==> src/design/pmcc_pkg.sv <==
// Package of constants for the power mode and clock controller
package pmcc_pkg;

    // ========================================================================
    // Register offsets (byte addresses on the plain register port)
    localparam logic [3:0] PMCC_OFF_MODE = 4'h0;
    localparam logic [3:0] PMCC_OFF_CTRL = 4'h4;
    localparam logic [3:0] PMCC_OFF_STAT = 4'h8;

    // ========================================================================
    // system_mode_register fields
    localparam int PMCC_MODE_DIV_LSB = 5;
    localparam int PMCC_MODE_LTO_BIT = 3;
    localparam int PMCC_MODE_HTO_BIT = 2;
    localparam int PMCC_MODE_IDLE_BIT = 1;
    localparam int PMCC_MODE_FAST_BIT = 0;

    // idle_and_reset_flags fields
    localparam int PMCC_CTRL_KEEP_BIT = 7;
    localparam int PMCC_CTRL_BOR_BIT = 2;
    localparam int PMCC_CTRL_LVC_BIT = 1;
    localparam int PMCC_CTRL_WCR_BIT = 0;

    // Status fields
    localparam int PMCC_STAT_PDF_BIT = 1;
    localparam int PMCC_STAT_TO_BIT = 0;

    // ========================================================================
    // Reset values
    localparam logic [2:0] PMCC_RST_DIV = 3'h0;
    localparam logic PMCC_RST_IDLE = 1'b1;
    localparam logic PMCC_RST_FAST = 1'b1;
    localparam logic PMCC_RST_KEEP = 1'b0;

    // Lowest divider code that still runs from the fast oscillator
    localparam logic [2:0] PMCC_DIV_FAST_MIN = 3'h2;
    localparam logic [2:0] PMCC_DIV_BY16 = 3'h4;
    localparam logic [2:0] PMCC_DIV_BY64 = 3'h2;

    // ========================================================================
    // Timing
    localparam int PMCC_CORE_CLK_HZ = 20_000_000;
    localparam int PMCC_SLOW_OSC_HZ = 32_000;
    localparam int PMCC_SLOW_DIV_CYC = PMCC_CORE_CLK_HZ / PMCC_SLOW_OSC_HZ;
    localparam int PMCC_HTO_CYC = 16;
    localparam int PMCC_LTO_TICKS = 2;

    // ========================================================================
    // Operating states
    typedef enum logic [2:0] {
        ST_RUN,
        ST_SLEEP,
        ST_CLOCK_STOPPED_STANDBY,
        ST_CLOCK_RUNNING_STANDBY,
        ST_WAKE
    } pmcc_state_e;

endpackage : pmcc_pkg

==> src/design/pmcc_power_mode_clock_controller.sv <==
// Operating mode, system clock and reset-flag controller
//
// Design decisions made here: the register addresses and the address-and-strobe port.
`timescale 1ns/1ns

module pmcc_power_mode_clock_controller
    import pmcc_pkg::*;
#(
    parameter int SLOW_DIV_CYC = PMCC_SLOW_DIV_CYC,
    parameter int PORTA_W = 8
) (
    input wire logic core_clk_i,
    input wire logic rst_i,
    input wire logic [3:0] reg_addr_i,
    input wire logic [7:0] reg_wdata_i,
    input wire logic reg_we_i,
    input wire logic reg_re_i,
    output logic [7:0] reg_rdata_o,
    input wire logic halt_req_i,
    input wire logic clr_wdt_i,
    input wire logic int_req_i,
    input wire logic wdt_overflow_i,
    input wire logic brownout_evt_i,
    input wire logic lvl_code_invalid_i,
    input wire logic wdt_ctl_invalid_i,
    input wire logic [PORTA_W-1:0] porta_pin_i,
    input wire logic [PORTA_W-1:0] porta_wake_en_i,
    output logic cpu_run_o,
    output logic sys_clk_en_o,
    output logic tbc_clk_en_o,
    output logic slow_clk_en_o,
    output logic fast_osc_en_o,
    output logic fast_div16_en_o,
    output logic fast_div64_en_o,
    output logic wdt_clear_o,
    output logic pc_sp_reset_o,
    output logic low_power_o,
    output logic high_osc_stable_o,
    output logic low_osc_stable_o,
    output logic power_down_flag_o,
    output logic watchdog_expiry_flag_o
);

    // ========================================================================
    // Helpers
    localparam int SLOW_CNT_W = $clog2(SLOW_DIV_CYC);
    localparam logic [SLOW_CNT_W-1:0] SLOW_LAST = SLOW_CNT_W'(SLOW_DIV_CYC - 1);
    localparam logic [4:0] HTO_LAST = 5'(PMCC_HTO_CYC);
    localparam logic [1:0] LTO_LAST = 2'(PMCC_LTO_TICKS);

    // Divider tick: code 010 gives one in 64 cycles, 111 one in 2
    function automatic logic pmcc_div_tick(input logic [5:0] cnt, input logic [2:0] sel);
        logic [5:0] mask;
        mask = 6'h3F >> (sel - PMCC_DIV_FAST_MIN);
        return &(cnt | ~mask);
    endfunction : pmcc_div_tick

    // ========================================================================
    // Registers
    pmcc_state_e state_ff;
    pmcc_state_e nxt_state;
    logic [2:0] div_sel_ff;
    logic idle_en_ff;
    logic fast_sel_ff;
    logic keep_ff;
    logic bor_flag_ff;
    logic lvc_flag_ff;
    logic wcr_flag_ff;
    logic pdf_ff;
    logic to_ff;
    logic [SLOW_CNT_W-1:0] slow_cnt_ff;
    logic [5:0] div_cnt_ff;
    logic [4:0] hto_cnt_ff;
    logic hto_ff;
    logic [1:0] lto_cnt_ff;
    logic lto_ff;
    logic [PORTA_W-1:0] pa_meta_ff;
    logic [PORTA_W-1:0] pa_sync_ff;
    logic [PORTA_W-1:0] pa_prev_ff;
    logic [7:0] rdata_ff;
    logic cpu_run_ff;
    logic sys_en_ff;
    logic tbc_en_ff;
    logic slow_en_ff;
    logic fast_osc_ff;
    logic div16_ff;
    logic div64_ff;
    logic wdt_clr_ff;
    logic pcsp_ff;
    logic low_pwr_ff;

    // ========================================================================
    // Register port decode
    wire wr_mode = reg_we_i && (reg_addr_i == PMCC_OFF_MODE);
    wire wr_ctrl = reg_we_i && (reg_addr_i == PMCC_OFF_CTRL);

    wire [7:0] mode_rd = {div_sel_ff, 1'b0, lto_ff, hto_ff, idle_en_ff, fast_sel_ff};
    wire [7:0] ctrl_rd = {keep_ff, 4'h0, bor_flag_ff, lvc_flag_ff, wcr_flag_ff};
    wire [7:0] stat_rd = {6'h00, pdf_ff, to_ff};
    wire [7:0] rd_mux = (reg_addr_i == PMCC_OFF_MODE) ? mode_rd :
                        (reg_addr_i == PMCC_OFF_CTRL) ? ctrl_rd :
                        (reg_addr_i == PMCC_OFF_STAT) ? stat_rd : 8'h00;

    // Software may only clear the reset-cause flags; a write of one leaves them alone
    wire clr_bor = wr_ctrl && !reg_wdata_i[PMCC_CTRL_BOR_BIT];
    wire clr_lvc = wr_ctrl && !reg_wdata_i[PMCC_CTRL_LVC_BIT];
    wire clr_wcr = wr_ctrl && !reg_wdata_i[PMCC_CTRL_WCR_BIT];

    // ========================================================================
    // Clock selection
    wire need_fast = fast_sel_ff || (div_sel_ff >= PMCC_DIV_FAST_MIN);
    wire slow_mode = !need_fast;
    wire slow_tick = (slow_cnt_ff == SLOW_LAST);

    wire low_pwr = (state_ff == ST_SLEEP) || (state_ff == ST_CLOCK_STOPPED_STANDBY)
                   || (state_ff == ST_CLOCK_RUNNING_STANDBY);

    // Fast oscillator runs only where a running or restarting (wake) system clock needs it
    wire fast_osc_nxt = need_fast && ((state_ff == ST_RUN) || (state_ff == ST_CLOCK_RUNNING_STANDBY)
                        || (state_ff == ST_WAKE));

    wire fast_tick = fast_sel_ff ? 1'b1 : pmcc_div_tick(div_cnt_ff, div_sel_ff);

    // Slow system clock is held until the slow oscillator reports stable
    wire sel_tick = need_fast ? (fast_osc_ff && fast_tick) : (slow_tick && lto_ff);

    wire sys_runs = (state_ff == ST_RUN) || (state_ff == ST_CLOCK_RUNNING_STANDBY);
    wire sys_tick = sys_runs && sel_tick;
    wire tbc_tick = slow_tick && (state_ff != ST_SLEEP);

    wire div16_tick = fast_osc_ff && pmcc_div_tick(div_cnt_ff, PMCC_DIV_BY16);
    wire div64_tick = fast_osc_ff && pmcc_div_tick(div_cnt_ff, PMCC_DIV_BY64);

    // ========================================================================
    // Halt and wake events
    wire halt_take = (state_ff == ST_RUN) && halt_req_i;
    wire [PORTA_W-1:0] pa_fall = pa_prev_ff & ~pa_sync_ff & porta_wake_en_i;
    wire wake_evt = low_pwr && ((|pa_fall) || int_req_i || wdt_overflow_i);
    wire wdt_wake = low_pwr && wdt_overflow_i;

    // Restarted clock must be stable before the CPU is let go
    wire clk_ready = need_fast ? hto_ff : lto_ff;

    // ========================================================================
    // Stability counters
    wire [4:0] nxt_hto_cnt = !fast_osc_ff ? 5'h00 :
                             (hto_cnt_ff == HTO_LAST) ? hto_cnt_ff : hto_cnt_ff + 5'h01;
    wire [1:0] nxt_lto_cnt = wake_evt ? 2'h0 :
                             (slow_tick && (lto_cnt_ff != LTO_LAST)) ? lto_cnt_ff + 2'h1 :
                             lto_cnt_ff;

    // ========================================================================
    // Output next values
    wire [7:0] nxt_rdata = reg_re_i ? rd_mux : 8'h00;
    wire nxt_cpu_run = (nxt_state == ST_RUN);
    wire nxt_low_pwr = (nxt_state != ST_RUN) && (nxt_state != ST_WAKE);
    // Stable flag falls with the oscillator enable, so it never reads high while stopped
    wire nxt_hto = fast_osc_nxt && (nxt_hto_cnt == HTO_LAST);
    wire nxt_lto = (nxt_lto_cnt == LTO_LAST);

    // ========================================================================
    // Flag next values; hardware set wins over a clear in the same cycle
    wire nxt_bor = brownout_evt_i || (bor_flag_ff && !clr_bor);
    wire nxt_lvc = lvl_code_invalid_i || (lvc_flag_ff && !clr_lvc);
    wire nxt_wcr = wdt_ctl_invalid_i || (wcr_flag_ff && !clr_wcr);
    wire nxt_pdf = halt_take || (pdf_ff && !clr_wdt_i);
    wire nxt_to = wdt_overflow_i || (to_ff && !halt_take);

    // ========================================================================
    // Mode state machine
    always_comb begin
        nxt_state = state_ff;
        unique case (state_ff)
            ST_RUN: begin
                if (halt_take) begin
                    if (!idle_en_ff) begin
                        nxt_state = ST_SLEEP;
                    end else if (keep_ff) begin
                        nxt_state = ST_CLOCK_RUNNING_STANDBY;
                    end else begin
                        nxt_state = ST_CLOCK_STOPPED_STANDBY;
                    end
                end
            end
            ST_SLEEP, ST_CLOCK_STOPPED_STANDBY, ST_CLOCK_RUNNING_STANDBY: begin
                if (wake_evt) begin
                    nxt_state = ST_WAKE;
                end
            end
            ST_WAKE: begin
                if (clk_ready) begin
                    nxt_state = ST_RUN;
                end
            end
            default: begin
                nxt_state = ST_RUN;
            end
        endcase
    end

    // ========================================================================
    // State and configuration
    always_ff @(posedge core_clk_i) begin
        if (rst_i) begin
            state_ff <= ST_RUN;
            div_sel_ff <= PMCC_RST_DIV;
            idle_en_ff <= PMCC_RST_IDLE;
            fast_sel_ff <= PMCC_RST_FAST;
            keep_ff <= PMCC_RST_KEEP;
        end else begin
            state_ff <= nxt_state;
            if (wr_mode) begin
                div_sel_ff <= reg_wdata_i[PMCC_MODE_DIV_LSB +: 3];
                idle_en_ff <= reg_wdata_i[PMCC_MODE_IDLE_BIT];
                fast_sel_ff <= reg_wdata_i[PMCC_MODE_FAST_BIT];
            end
            if (wr_ctrl) begin
                keep_ff <= reg_wdata_i[PMCC_CTRL_KEEP_BIT];
            end
        end
    end

    // Flags; a power-up clears the power-down flag
    always_ff @(posedge core_clk_i) begin
        if (rst_i) begin
            bor_flag_ff <= 1'b0;
            lvc_flag_ff <= 1'b0;
            wcr_flag_ff <= 1'b0;
            pdf_ff <= 1'b0;
            to_ff <= 1'b0;
        end else begin
            bor_flag_ff <= nxt_bor;
            lvc_flag_ff <= nxt_lvc;
            wcr_flag_ff <= nxt_wcr;
            pdf_ff <= nxt_pdf;
            to_ff <= nxt_to;
        end
    end

    // ========================================================================
    // Oscillator dividers and stability
    always_ff @(posedge core_clk_i) begin
        if (rst_i) begin
            slow_cnt_ff <= '0;
            div_cnt_ff <= 6'h00;
        end else begin
            slow_cnt_ff <= slow_tick ? '0 : slow_cnt_ff + SLOW_CNT_W'(1);
            // Divider is cleared to zero while the fast oscillator is off
            div_cnt_ff <= fast_osc_ff ? div_cnt_ff + 6'h01 : 6'h00;
        end
    end

    always_ff @(posedge core_clk_i) begin
        if (rst_i) begin
            hto_cnt_ff <= 5'h00;
            hto_ff <= 1'b0;
            lto_cnt_ff <= 2'h0;
            lto_ff <= 1'b0;
        end else begin
            hto_cnt_ff <= nxt_hto_cnt;
            hto_ff <= nxt_hto;
            lto_cnt_ff <= nxt_lto_cnt;
            lto_ff <= nxt_lto;
        end
    end

    // ========================================================================
    // Port A wake synchroniser
    always_ff @(posedge core_clk_i) begin
        if (rst_i) begin
            pa_meta_ff <= '1;
            pa_sync_ff <= '1;
            pa_prev_ff <= '1;
        end else begin
            pa_meta_ff <= porta_pin_i;
            pa_sync_ff <= pa_meta_ff;
            pa_prev_ff <= pa_sync_ff;
        end
    end

    // ========================================================================
    // Outputs
    always_ff @(posedge core_clk_i) begin
        if (rst_i) begin
            rdata_ff <= 8'h00;
        end else begin
            rdata_ff <= nxt_rdata;
        end
    end

    always_ff @(posedge core_clk_i) begin
        if (rst_i) begin
            sys_en_ff <= 1'b0;
            tbc_en_ff <= 1'b0;
            slow_en_ff <= 1'b0;
        end else begin
            sys_en_ff <= sys_tick;
            tbc_en_ff <= tbc_tick;
            slow_en_ff <= slow_tick;
        end
    end

    // Fast oscillator and its divided enables
    always_ff @(posedge core_clk_i) begin
        if (rst_i) begin
            fast_osc_ff <= 1'b0;
            div16_ff <= 1'b0;
            div64_ff <= 1'b0;
        end else begin
            fast_osc_ff <= fast_osc_nxt;
            div16_ff <= div16_tick;
            div64_ff <= div64_tick;
        end
    end

    always_ff @(posedge core_clk_i) begin
        if (rst_i) begin
            cpu_run_ff <= 1'b0;
            low_pwr_ff <= 1'b0;
        end else begin
            cpu_run_ff <= nxt_cpu_run;
            low_pwr_ff <= nxt_low_pwr;
        end
    end

    // Memory, registers and ports are untouched by entry; only the watchdog restarts
    always_ff @(posedge core_clk_i) begin
        if (rst_i) begin
            wdt_clr_ff <= 1'b0;
            pcsp_ff <= 1'b0;
        end else begin
            wdt_clr_ff <= halt_take;
            pcsp_ff <= wdt_wake;
        end
    end

    assign reg_rdata_o = rdata_ff;
    assign cpu_run_o = cpu_run_ff;
    assign sys_clk_en_o = sys_en_ff;
    assign tbc_clk_en_o = tbc_en_ff;
    assign slow_clk_en_o = slow_en_ff;
    assign fast_osc_en_o = fast_osc_ff;
    assign fast_div16_en_o = div16_ff;
    assign fast_div64_en_o = div64_ff;
    assign wdt_clear_o = wdt_clr_ff;
    assign pc_sp_reset_o = pcsp_ff;
    assign low_power_o = low_pwr_ff;
    assign high_osc_stable_o = hto_ff;
    assign low_osc_stable_o = lto_ff;
    assign power_down_flag_o = pdf_ff;
    assign watchdog_expiry_flag_o = to_ff;

endmodule : pmcc_power_mode_clock_controller

==> config.mk <==
export PLATFORM = sky130hd
export DESIGN_NAME = pmcc_power_mode_clock_controller
export DESIGN_NICKNAME = d
export VERILOG_FILES = /design/src/design/pmcc_pkg.sv /design/src/design/pmcc_power_mode_clock_controller.sv
export SDC_FILE = /design/constraint.sdc
export NUM_CORES = 1
export LEC_CHECK = 0
export ABC_AREA = 1
export ABC_CLOCK_PERIOD_IN_PS = 1700
export BUFFER_PORTS_ARGS = -buffer_cell sky130_fd_sc_hd__buf_2
export CORE_UTILIZATION = 42
export CTS_CLUSTER_SIZE = 16
export DETAILED_ROUTE_END_ITERATION = 8
export PLACE_DENSITY = 0.74
export SLEW_MARGIN = 5
export SYNTH_ARGS = -nofsm -noshare
export SYNTH_HDL_FRONTEND = slang
export SYNTH_SLANG_ARGS = --single-unit
==> constraint.sdc <==
create_clock -name core_clk_i -period 1.7 [get_ports core_clk_i]
set_input_delay 0.34 -clock core_clk_i [delete_from_list [all_inputs] [get_ports core_clk_i]]
set_output_delay 0.34 -clock core_clk_i [all_outputs]
set_load 0.01 [all_outputs]
# [After elaboration in Yosys (flattened, before gate mapping)]
# Index checks and enable logic that the tools add are counted.
[op_classes] eq_ne=13 n_reduce_logical=56 magnitude_cmp=1 shifts=1 bitwise=7 mul=0 n_div=0 addsub=5 mux=16
[ops] operator="$logic_and 1x1->1" n=23
[ops] operator="$and 8x8->8" n=2
[ops] operator="$mux 8" n=2
[ops] operator="$logic_or 1x1->1" n=12
[ops] operator="$reduce_and 6->1" n=2
[ops] operator="$add 10x1->10 const B" n=1
[ops] operator="$eq 10x10->1 const B" n=1
[ops] operator="$eq 5x5->1 const B" n=2
[ops] operator="$mux 5" n=2
[ops] operator="$mux 3" n=3
[ops] operator="$pmux 3 s3" n=1
[ops] operator="$logic_not 1->1" n=8
[ops] operator="$mux 2" n=4
[ops] operator="$not 8->8" n=1
[ops] operator="$reduce_or 8->1" n=1
[ops] operator="$add 6x1->6 const B" n=1
[ops] operator="$eq 3x2->1 const B" n=2
[ops] operator="$logic_not 3->1" n=2
[ops] operator="$not 6->6" n=1
[ops] operator="$or 6x6->6" n=1
[ops] operator="$reduce_or 2->1" n=3
[ops] operator="$shr 6x3->6 const A" n=1
[ops] operator="$add 5x1->5 const B" n=1
[ops] operator="$eq 4x3->1 const B" n=1
[ops] operator="other kinds (17)" n=21
[word_totals] mem_bits_rw=0 output_inout_bits=22 reg_bits=81 latchBits=0 elab_cells=130 memories=0 mem_bits_ro=0

# [Logic depth before layout (Yosys ltp)]
# Gate-level depths: netlist of run 1.
[logic_depth] depth_word=11 mapped_depth=9 depth_no_buf=9

# [Worst setup path before layout of run 1]
# No wires, ideal clock.
[synth_path] kind="flip-flop to flip-flop" from="reg slow_cnt_ff[0]" to="reg lto_cnt_ff[0]" setup_time_ns=0.128 t_arrival_ns=1.091 stages_incl_launch_ff=9 setup_slack_ns=0.481 required_time_ns=1.572 cell_sequence="dfxtp_1 -> inv_1 -> ha_1 -> inv_1 -> nor2_1 -> nand4_2 -> xor2_1 -> nand2_1 -> nor2_1"
[synth_between] elab_chain_cells=4
[synth_rtl] item="start: declaration" line_no="pmcc_power_mode_clock_controller.sv:71" source="logic [SLOW_CNT_W-1:0] slow_cnt_ff;"
[synth_rtl] item="start signal: assignment" line_no="pmcc_power_mode_clock_controller.sv:247" source="slow_cnt_ff <= slow_tick ? '0 : slow_cnt_ff + SLOW_CNT_W'(1);"
[synth_rtl] item="$eq 10x10->1" line_no="pmcc_power_mode_clock_controller.sv:113" source="wire slow_tick = (slow_cnt_ff == SLOW_LAST);"
[synth_rtl] item="$logic_and 1x1->1" line_no="pmcc_power_mode_clock_controller.sv:149" source="(slow_tick && (lto_cnt_ff != LTO_LAST)) ? lto_cnt_ff + 2'h1 :"
[synth_rtl] item="$mux 2" line_no="pmcc_power_mode_clock_controller.sv:149"
[synth_rtl] item="$mux 2" line_no="pmcc_power_mode_clock_controller.sv:148" source="wire [1:0] nxt_lto_cnt = wake_evt ? 2'h0 :"
[synth_rtl] item="end signal: assignment" line_no="pmcc_power_mode_clock_controller.sv:262" source="lto_cnt_ff <= nxt_lto_cnt;"
[synth_rtl] item="end: declaration" line_no="pmcc_power_mode_clock_controller.sv:75" source="logic [1:0] lto_cnt_ff;"
# Every way passes these cells.
# A chain may end at the register's enable or synchronous reset.

# [Final worst setup path of run 1]
[layout_path] from="reg slow_cnt_ff[0]" to="reg slow_cnt_ff[4]"
[layout_between] elab_chain_cells=2
[layout_rtl] item="parallel branches: the longest is 2 deep, another holds $add 10x1->10"
# Several ways; the timed one is not identified.

==> results of run 1 <==
routing by layer:
| metal | vias to the layer above | part of all wire |
|---|---|---|
| met3 | 8 | 0.053 |
| met4 | 0 | 0.013 |
| li1 | 1308 | - |
| met2 | 64 | 0.46 |
| met1 | 1137 | 0.47 |
| met5 | - | 0 |
cell usage in the layout, fill, tap and decap left out, types with 4 or more instances in the layout:
| cell type | synthesis | final |
|---|---|---|
| sky130_fd_sc_hd__or2_2 | 16 | 16 |
| sky130_fd_sc_hd__nand2_1 | 55 | 55 |
| sky130_fd_sc_hd__inv_1 | 54 | 54 |
| sky130_fd_sc_hd__nor2_1 | 45 | 45 |
| sky130_fd_sc_hd__inv_2 | 5 | 5 |
| sky130_fd_sc_hd__clkbuf_8 | 0 | 10 |
| sky130_fd_sc_hd__nor2_2 | 4 | 4 |
| sky130_fd_sc_hd__nand2_2 | 4 | 4 |
| sky130_fd_sc_hd__ha_1 | 9 | 9 |
| sky130_fd_sc_hd__a21oi_1 | 20 | 20 |
| sky130_fd_sc_hd__buf_2 | 1 | 57 |
| sky130_fd_sc_hd__dfxtp_1 | 80 | 80 |
| sky130_fd_sc_hd__xor2_1 | 6 | 6 |
| sky130_fd_sc_hd__o21ai_0 | 19 | 19 |
| sky130_fd_sc_hd__nand3_1 | 27 | 27 |
metrics by stage:
step	hold WS [ns]	util	cells	total power [mW]	setup slack (ns)
final	0.1669	0.5350	543	3.814	0.2853
after CTS	0.1461	0.5350	543	3.851	0.2908
after global placement	0.3908	0.5020	527	2.286	0.3226
after floorplan	0.3895	-	378	2.184	0.4814
after detailed placement	0.3934	0.5020	527	2.294	0.2853
after global routing	0.1428	0.5350	543	3.976	0.1733
layout make-up:
type	instances	area [µm²]
repair buffers	60	307.8
fillers	648	3229
inverters	59	221.5
multi-input cells	232	1235
well taps	96	120.1
clock inverters	6	91.34
flip-flops and latches	80	1602
clock buffers	10	137.6
worst max-delay path: cells and delay by family (launching register included):
kind | cells | cell delay, ns
AND/OR/NAND/NOR | 4 | 0.69
flip-flops | 1 | 0.36
adder cells (fa/ha/maj) | 1 | 0.14
buffers and inverters | 2 | 0.11
path summary, 6_finish.rpt:
| kind | start | to | slack (ns) | cells past startpoint |
|---|---|---|---|---|
| setup / recovery | slow_cnt_ff[0] | slow_cnt_ff[4] | 0.29 | 7 |
| hold / removal | porta_pin_i[6] | pa_meta_ff[6] | 0.17 | 2 |
| hold reg to reg | pa_meta_ff[2] | pa_sync_ff[2] | 0.41 | 1 |
| setup reg to reg | slow_cnt_ff[0] | slow_cnt_ff[4] | 0.29 | 7 |
flip-flops by register name (all words and copies together) (netlist names), 2 cells and up:
register,flops
div_cnt_ff,6
div_sel_ff,3
hto_cnt_ff,5
lto_cnt_ff,2
pa_meta_ff,8
pa_prev_ff,8
pa_sync_ff,8
reg_rdata_o,7
slow_cnt_ff,10
state_ff,3
logic make-up after synthesis:
logic type               count (synthesis)
other                                    1
buffers and inverters                   66
AO/OA/AOI/OAI                           47
AND/OR/NAND/NOR                        167
adder cells (fa/ha/maj)                  9
flip-flops                              80
XOR/XNOR                                 8
power by group:
group          total [mW]  leakage [nW]  switching (mW)  internal, mW
registers            1.98         0.654          0.0415          1.94
logic               0.269         0.941           0.156         0.113
clock network        1.56         0.117           0.690         0.874
==> results.rst, run 1 <==
.. list-table::
   :header-rows: 1

   * - Metric
     - Value
   * - Die width
     - 87.76 µm
   * - Unrepaired setup endpoints after global routing
     - false
   * - Effective utilization at floorplan
     - 0.4449
   * - Post-synth EDFFs
     - 0
   * - Maxcap violations
     - 0
   * - Number of buffers on the longest clock path
     - 2
   * - Setup TNS
     - 0 ns
   * - Via count of the first global-routing pass
     - 2247
   * - Xor and xnor area share after synthesis
     - 0.02268
   * - CP startpoint kind
     - flip-flop
   * - Tmin final
     - 1.415 ns
   * - Final clock skew
     - 0.01053 ns
   * - Simple-gate portion of the synthesized area
     - 0.2588
   * - Count of state elements after synthesis
     - 80
   * - Area share of the largest cell type after synthesis
     - 0.5184
   * - Post-Synthesis Cell Area
     - 3089 µm²
   * - Reg clk slew, reported paths
     - 0.08 ns
   * - Detailed-router iteration count before antenna repair
     - 5
   * - TritonCTS clock tree
     - done
   * - Boundary pin count
     - 61
   * - Met2 routing resource usage after global routing
     - 0.2551
   * - Pin count of the biggest net entering global routing
     - 33
   * - IR drop worst, VDD
     - 0.6855 mV
   * - Biggest area contributors in the synthesized netlist
     - sky130_fd_sc_hd__dfxtp_1 (52%), sky130_fd_sc_hd__nand2_1 (6.7%), sky130_fd_sc_hd__inv_1 (6.6%), sky130_fd_sc_hd__nor2_1 (5.5%), sky130_fd_sc_hd__nand3_1 (4.4%)
   * - Htree depth
     - 3
   * - Cts hold-fix bufs
     - 0
   * - Post-synthesis mux area share
     - 0
   * - Routed vias
     - 2517
   * - Post-detailed-placement half-perimeter wirelength
     - 4.342 mm
   * - Type of the setup path with the least slack
     - reg2reg
   * - Leading post-synthesis cells by instance count
     - sky130_fd_sc_hd__dfxtp_1 (80), sky130_fd_sc_hd__nand2_1 (55), sky130_fd_sc_hd__inv_1 (54)
   * - Worst-Skew Late Latency
     - 0.35 ns
   * - Global Route met3 Usage
     - 0.05749
   * - Number of nets produced by synthesis
     - 426
   * - RD Place Congestion
     - 0.8425
   * - Status
     - finished, final reports clean
   * - Sort of element at the end of the critical path
     - flip-flop
   * - Top Usage Layer GRT
     - met2
   * - Root buffer cell
     - sky130_fd_sc_hd__clkbuf_8
   * - CP Data Arrival Time
     - 1.64 ns
   * - CP cell instances
     - inv_1 > ha_1 > inv_1 > nor2_1 > nand3_2 > nand2_1 > nor2_1
   * - Fraction of layout instances using a drive strength above 1
     - 0.2550
   * - Sequential cell area fraction in the yosys report
     - 0.5184
   * - Maximum frequency from static timing analysis
     - 706.9 MHz
   * - Class of the most critical hold timing path
     - in2reg
   * - Overflow left after global routing
     - 0
   * - Design Area, Final
     - 3715 µm²
   * - Post-synthesis instance total
     - 378
   * - Final ANT Viol Nets
     - 0
   * - Count of antenna diodes in the layout
     - 0
   * - Pleak
     - 1.712 nW
   * - # DRC
     - 0
   * - Final-report max-slew violation count
     - 0
   * - Total routing usage reported by global routing
     - 0.1632
   * - Clk sinks
     - 80
   * - Number of rows created at floorplan
     - 30
   * - Warnings from Yosys
     - 0
   * - Cell taking the most area after synthesis
     - sky130_fd_sc_hd__dfxtp_1
   * - Max FO, Critical Path
     - 10
   * - Post-synth ARST share
     - 0
   * - Drt via density
     - 4.635
   * - Data required time at the worst endpoint
     - 1.92 ns
   * - Final Hold Violating Endpoints
     - 0
   * - Input/output buffers
     - 57
   * - Cell area reported after detailed placement
     - 3486 µm²
   * - Average size of a mapped cell
     - 8.173 µm²
   * - Grt met1 use
     - 0.2002
   * - Area of the core
     - 6944 µm²
   * - Final setup violation count
     - 0
   * - Total power density per cell area
     - 1027 nW/µm²
   * - Cell variety after synth
     - 34
   * - Average wire per cell in the routed design
     - 10.88 µm
   * - Post-CTS setup repair buffer count
     - 0
   * - Global-route wire length before repair
     - 9.563 mm
   * - Largest family of logic cells by synthesized area
     - simple AND/OR/NAND/NOR gates
   * - Violation count after the first detailed-route iteration
     - 104
   * - Layout net count
     - 490
   * - Dominant cell by count in the synthesized netlist
     - sky130_fd_sc_hd__dfxtp_1
   * - Worst stage delay on the critical path
     - 0.36 ns
   * - Final worst-path cycle share
     - 0.8322
   * - Cell type of the slowest stage on the worst timing path
     - sky130_fd_sc_hd__dfxtp_1
   * - Adder and majority cell fraction of the synthesized area
     - 0.03645
   * - PostCTS Resize Cnt
     - 0
   * - Vertical extent of the die
     - 87.76 µm
   * - Number of antenna violations at the first check in global routing
     - 0
   * - Share of the synthesized area in compound gates (AO/OA/AOI/OAI)
     - 0.08060
   * - Main flop type after synthesis
     - sky130_fd_sc_hd__dfxtp_1
   * - Wire length reported by the detailed router
     - 5.909 mm
   * - P&R area growth vs syn
     - 20.25%
   * - Number of buffers created by CTS
     - 9
   * - Area of the die
     - 7702 µm²
Note: power is estimated with default switching activity, not from simulation.
==> run 2, diff against run 1 <==
--- a/config.mk
+++ b/config.mk
@@ -6,12 +6,12 @@
 export NUM_CORES = 1
 export LEC_CHECK = 0
 export ABC_AREA = 1
-export ABC_CLOCK_PERIOD_IN_PS = 1700
+export ABC_CLOCK_PERIOD_IN_PS = 1300
 export BUFFER_PORTS_ARGS = -buffer_cell sky130_fd_sc_hd__buf_2
 export CORE_UTILIZATION = 42
 export CTS_CLUSTER_SIZE = 16
 export DETAILED_ROUTE_END_ITERATION = 8
-export PLACE_DENSITY = 0.74
+export PLACE_DENSITY = 0.76
 export SLEW_MARGIN = 5
 export SYNTH_ARGS = -nofsm -noshare
 export SYNTH_HDL_FRONTEND = slang
==> constraint.sdc (replaced) <==
create_clock -name core_clk_i -period 1.3 [get_ports core_clk_i]
set_input_delay 0.26 -clock core_clk_i [delete_from_list [all_inputs] [get_ports core_clk_i]]
set_output_delay 0.26 -clock core_clk_i [all_outputs]
set_load 0.01 [all_outputs]
==> results.rst, run 2 (synthesized netlist as in run 1, its figures left out) <==
.. list-table::
   :header-rows: 1

   * - Metric
     - Value
   * - Failing checks
     - setup timing
   * - Htree depth
     - 3
   * - Maximum frequency from static timing analysis
     - 764.7 MHz
   * - Final-report max-slew violation count
     - 0
   * - Tmin final
     - 1.308 ns
   * - Clock Power Share
     - 0.379
   * - Final worst-path cycle share
     - 1.006
   * - Cell type of the slowest stage on the worst timing path
     - sky130_fd_sc_hd__dfxtp_1
   * - Type of the setup path with the least slack
     - reg2reg
   * - Class of the most critical hold timing path
     - in2reg
   * - Die width
     - 87.76 µm
   * - Status
     - complete, but fails checks
   * - Final Hold Violating Endpoints
     - 0
   * - Worst-Skew Late Latency
     - 0.36 ns
   * - Reported net switching power
     - 1.227 mW
   * - Hold_sp
     - porta_pin_i[4]
   * - Buf/Inv on CP
     - 0
   * - Overflow left after global routing
     - 0
   * - Utilization after layout
     - 0.5665
   * - Vertical extent of the die
     - 87.76 µm
   * - Most flops, register
     - slow_cnt_ff
   * - Input/output buffers
     - 57
   * - Share of total power consumed by net switching
     - 0.2526
   * - CP startpoint kind
     - flip-flop
   * - Layout net count
     - 504
   * - CP Data Arrival Time
     - 1.56 ns
   * - Reg clk slew, reported paths
     - 0.09 ns
   * - Power after layout
     - 4.859 mW
   * - Sequential standard cell area
     - 1615 µm²
   * - Footprint of the multi-input gates
     - 1356 µm²
   * - Number of antenna violations at the first check in global routing
     - 0
   * - RD Place Congestion
     - 0.8378
   * - Detailed-router iteration count before antenna repair
     - 4
   * - Data required time at the worst endpoint
     - 1.55 ns
   * - Wire length reported by the detailed router
     - 6.272 mm
   * - Global-route wire length before repair
     - 10.03 mm
   * - Area of the die
     - 7702 µm²
   * - Unrepaired setup endpoints after global routing
     - true
   * - Via count of the first global-routing pass
     - 2402
   * - Effective utilization at floorplan
     - 0.4449
   * - Worst stage delay on the critical path
     - 0.46 ns
   * - Number of placed cells counting well taps
     - 539
   * - Pleak
     - 1.793 nW
   * - Post-detailed-placement half-perimeter wirelength
     - 4.548 mm
   * - Final Non-Filler Cells
     - 557
   * - Number of buffers created by CTS
     - 9
   * - Total power density per cell area
     - 1235 nW/µm²
   * - Worst-case setup slack after placement
     - -0.05344 ns
   * - # DRC
     - 0
   * - Leading cell type in the layout, fill and taps excluded
     - sky130_fd_sc_hd__dfxtp_1
   * - CP cell instances
     - nand3_1 > nor2_2 > nand2_1 > o21ai_1 > a21oi_2
   * - R2R Setup Slk
     - -0.008 ns
   * - Register-to-Register Path Depth
     - 5
   * - Count of filler cells inserted in the layout
     - 638
   * - Cts hold-fix bufs
     - 0
   * - Violation count after the first detailed-route iteration
     - 152
   * - Average wire per cell in the routed design
     - 11.26 µm
   * - Maxcap violations
     - 0
   * - Max reg flops
     - 10
   * - Clk sinks
     - 80
   * - Commonest cells after routing, fill and taps aside
     - sky130_fd_sc_hd__dfxtp_1 (73), sky130_fd_sc_hd__buf_2 (57), sky130_fd_sc_hd__nand2_1 (53)
   * - Final ANT Viol Nets
     - 0
   * - Worst R2R Start
     - slow_cnt_ff[2]
   * - Cell area reported after detailed placement
     - 3576 µm²
   * - Design Area, Final
     - 3934 µm²
   * - Final-layout worst hold slack
     - 0.07610 ns
   * - Worst Setup SP
     - slow_cnt_ff[2]
   * - Critical Path End
     - slow_cnt_ff[7]
   * - Final clock skew
     - 0.008432 ns
   * - Routed vias
     - 2552
   * - Number of rows created at floorplan
     - 30
   * - Boundary pin count
     - 61
   * - Sort of element at the end of the critical path
     - flip-flop
   * - Root buffer cell
     - sky130_fd_sc_hd__clkbuf_8
   * - Number of buffers on the longest clock path
     - 2
   * - Total internal power
     - 3.632 mW
   * - Power share of the sequential group
     - 0.534
   * - P&R area growth vs syn
     - 27.34%
   * - Final setup violation count
     - 1
   * - Setup TNS
     - -0.007646 ns
   * - Fraction of layout instances using a drive strength above 1
     - 0.3427
   * - End of the worst register-to-register path
     - slow_cnt_ff[7]
   * - TritonCTS clock tree
     - done
   * - Total routing usage reported by global routing
     - 0.1689
   * - Drt via density
     - 4.582
   * - IR drop worst, VDD
     - 1.217 mV
   * - Worst setup margin
     - -0.007646 ns
   * - Combinational Power Share
     - 0.088
   * - Kind of cell adding the most delay to the critical path
     - simple AND/OR/NAND/NOR gates
   * - Pin count of the biggest net entering global routing
     - 33
   * - Levels on crit path
     - 5
   * - Worst hold stages
     - 2
   * - Count of antenna diodes in the layout
     - 0
   * - Area of the core
     - 6944 µm²
   * - Max FO, Critical Path
     - 5
==> run 2: cell count changes in the layout (fill, tap and decap cells not counted), sizes merged <==
cell / previous run / this run
buf: 60 / 74
bufinv: 2 / 1
clkbuf: 10 / 9
clkinv: 3 / 1
clkinvlp: 0 / 3
inv: 60 / 61
==> run 2: layout make-up <==
cell class	count	area share
Sequential cell	80	0.4106
Multi-Input combinational cell	232	0.3448
Timing Repair Buffer	74	0.1050
Inverter	59	0.05757
Clock buffer	9	0.03149
Tap cell	96	0.03053
Clock inverter	7	0.02004
==> run 2: timing repair <==
| action | CTS | global route |
|---|---|---|
| buffers inserted | 0 | 2 |
| pin swaps | 1 | 12 |
| gates cloned | 0 | 0 |
| resized for setup | 6 | 38 |
| endpoints found under the setup margin | 14 | 20 |
==> run 2: metal layers <==
| layer | GRT usage | share of wire | up-vias |
|---|---|---|---|
| met2 | 0.2847 | 0.49 | 57 |
| met1 | 0.2036 | 0.45 | 1152 |
| met5 | 0 | 0 | - |
| met3 | 0.05090 | 0.046 | 7 |
| li1 | - | - | 1336 |
| met4 | 0.06110 | 0.011 | 0 |
==> run 2: worst min path at each step <==
stage,end,slack (ns)
final,pa_meta_ff[4],0.08
after global routing,pa_meta_ff[0],0.06
after CTS,pa_meta_ff[4],0.07
after detailed placement,pa_sync_ff[1],0.39
after global placement,pa_sync_ff[0],0.39
after floorplan,fast_osc_en_o,0.33
==> run 2: power groups by stage <==
stage,sequential [mW],clock [mW],combinational (mW)
2_1_floorplan,2.64,0,0.215
3_3_place_gp,2.64,0,0.378
3_5_place_dp,2.64,0,0.389
4_1_cts,2.59,1.87,0.394
5_1_grt,2.60,1.98,0.480
6_report,2.59,1.84,0.425
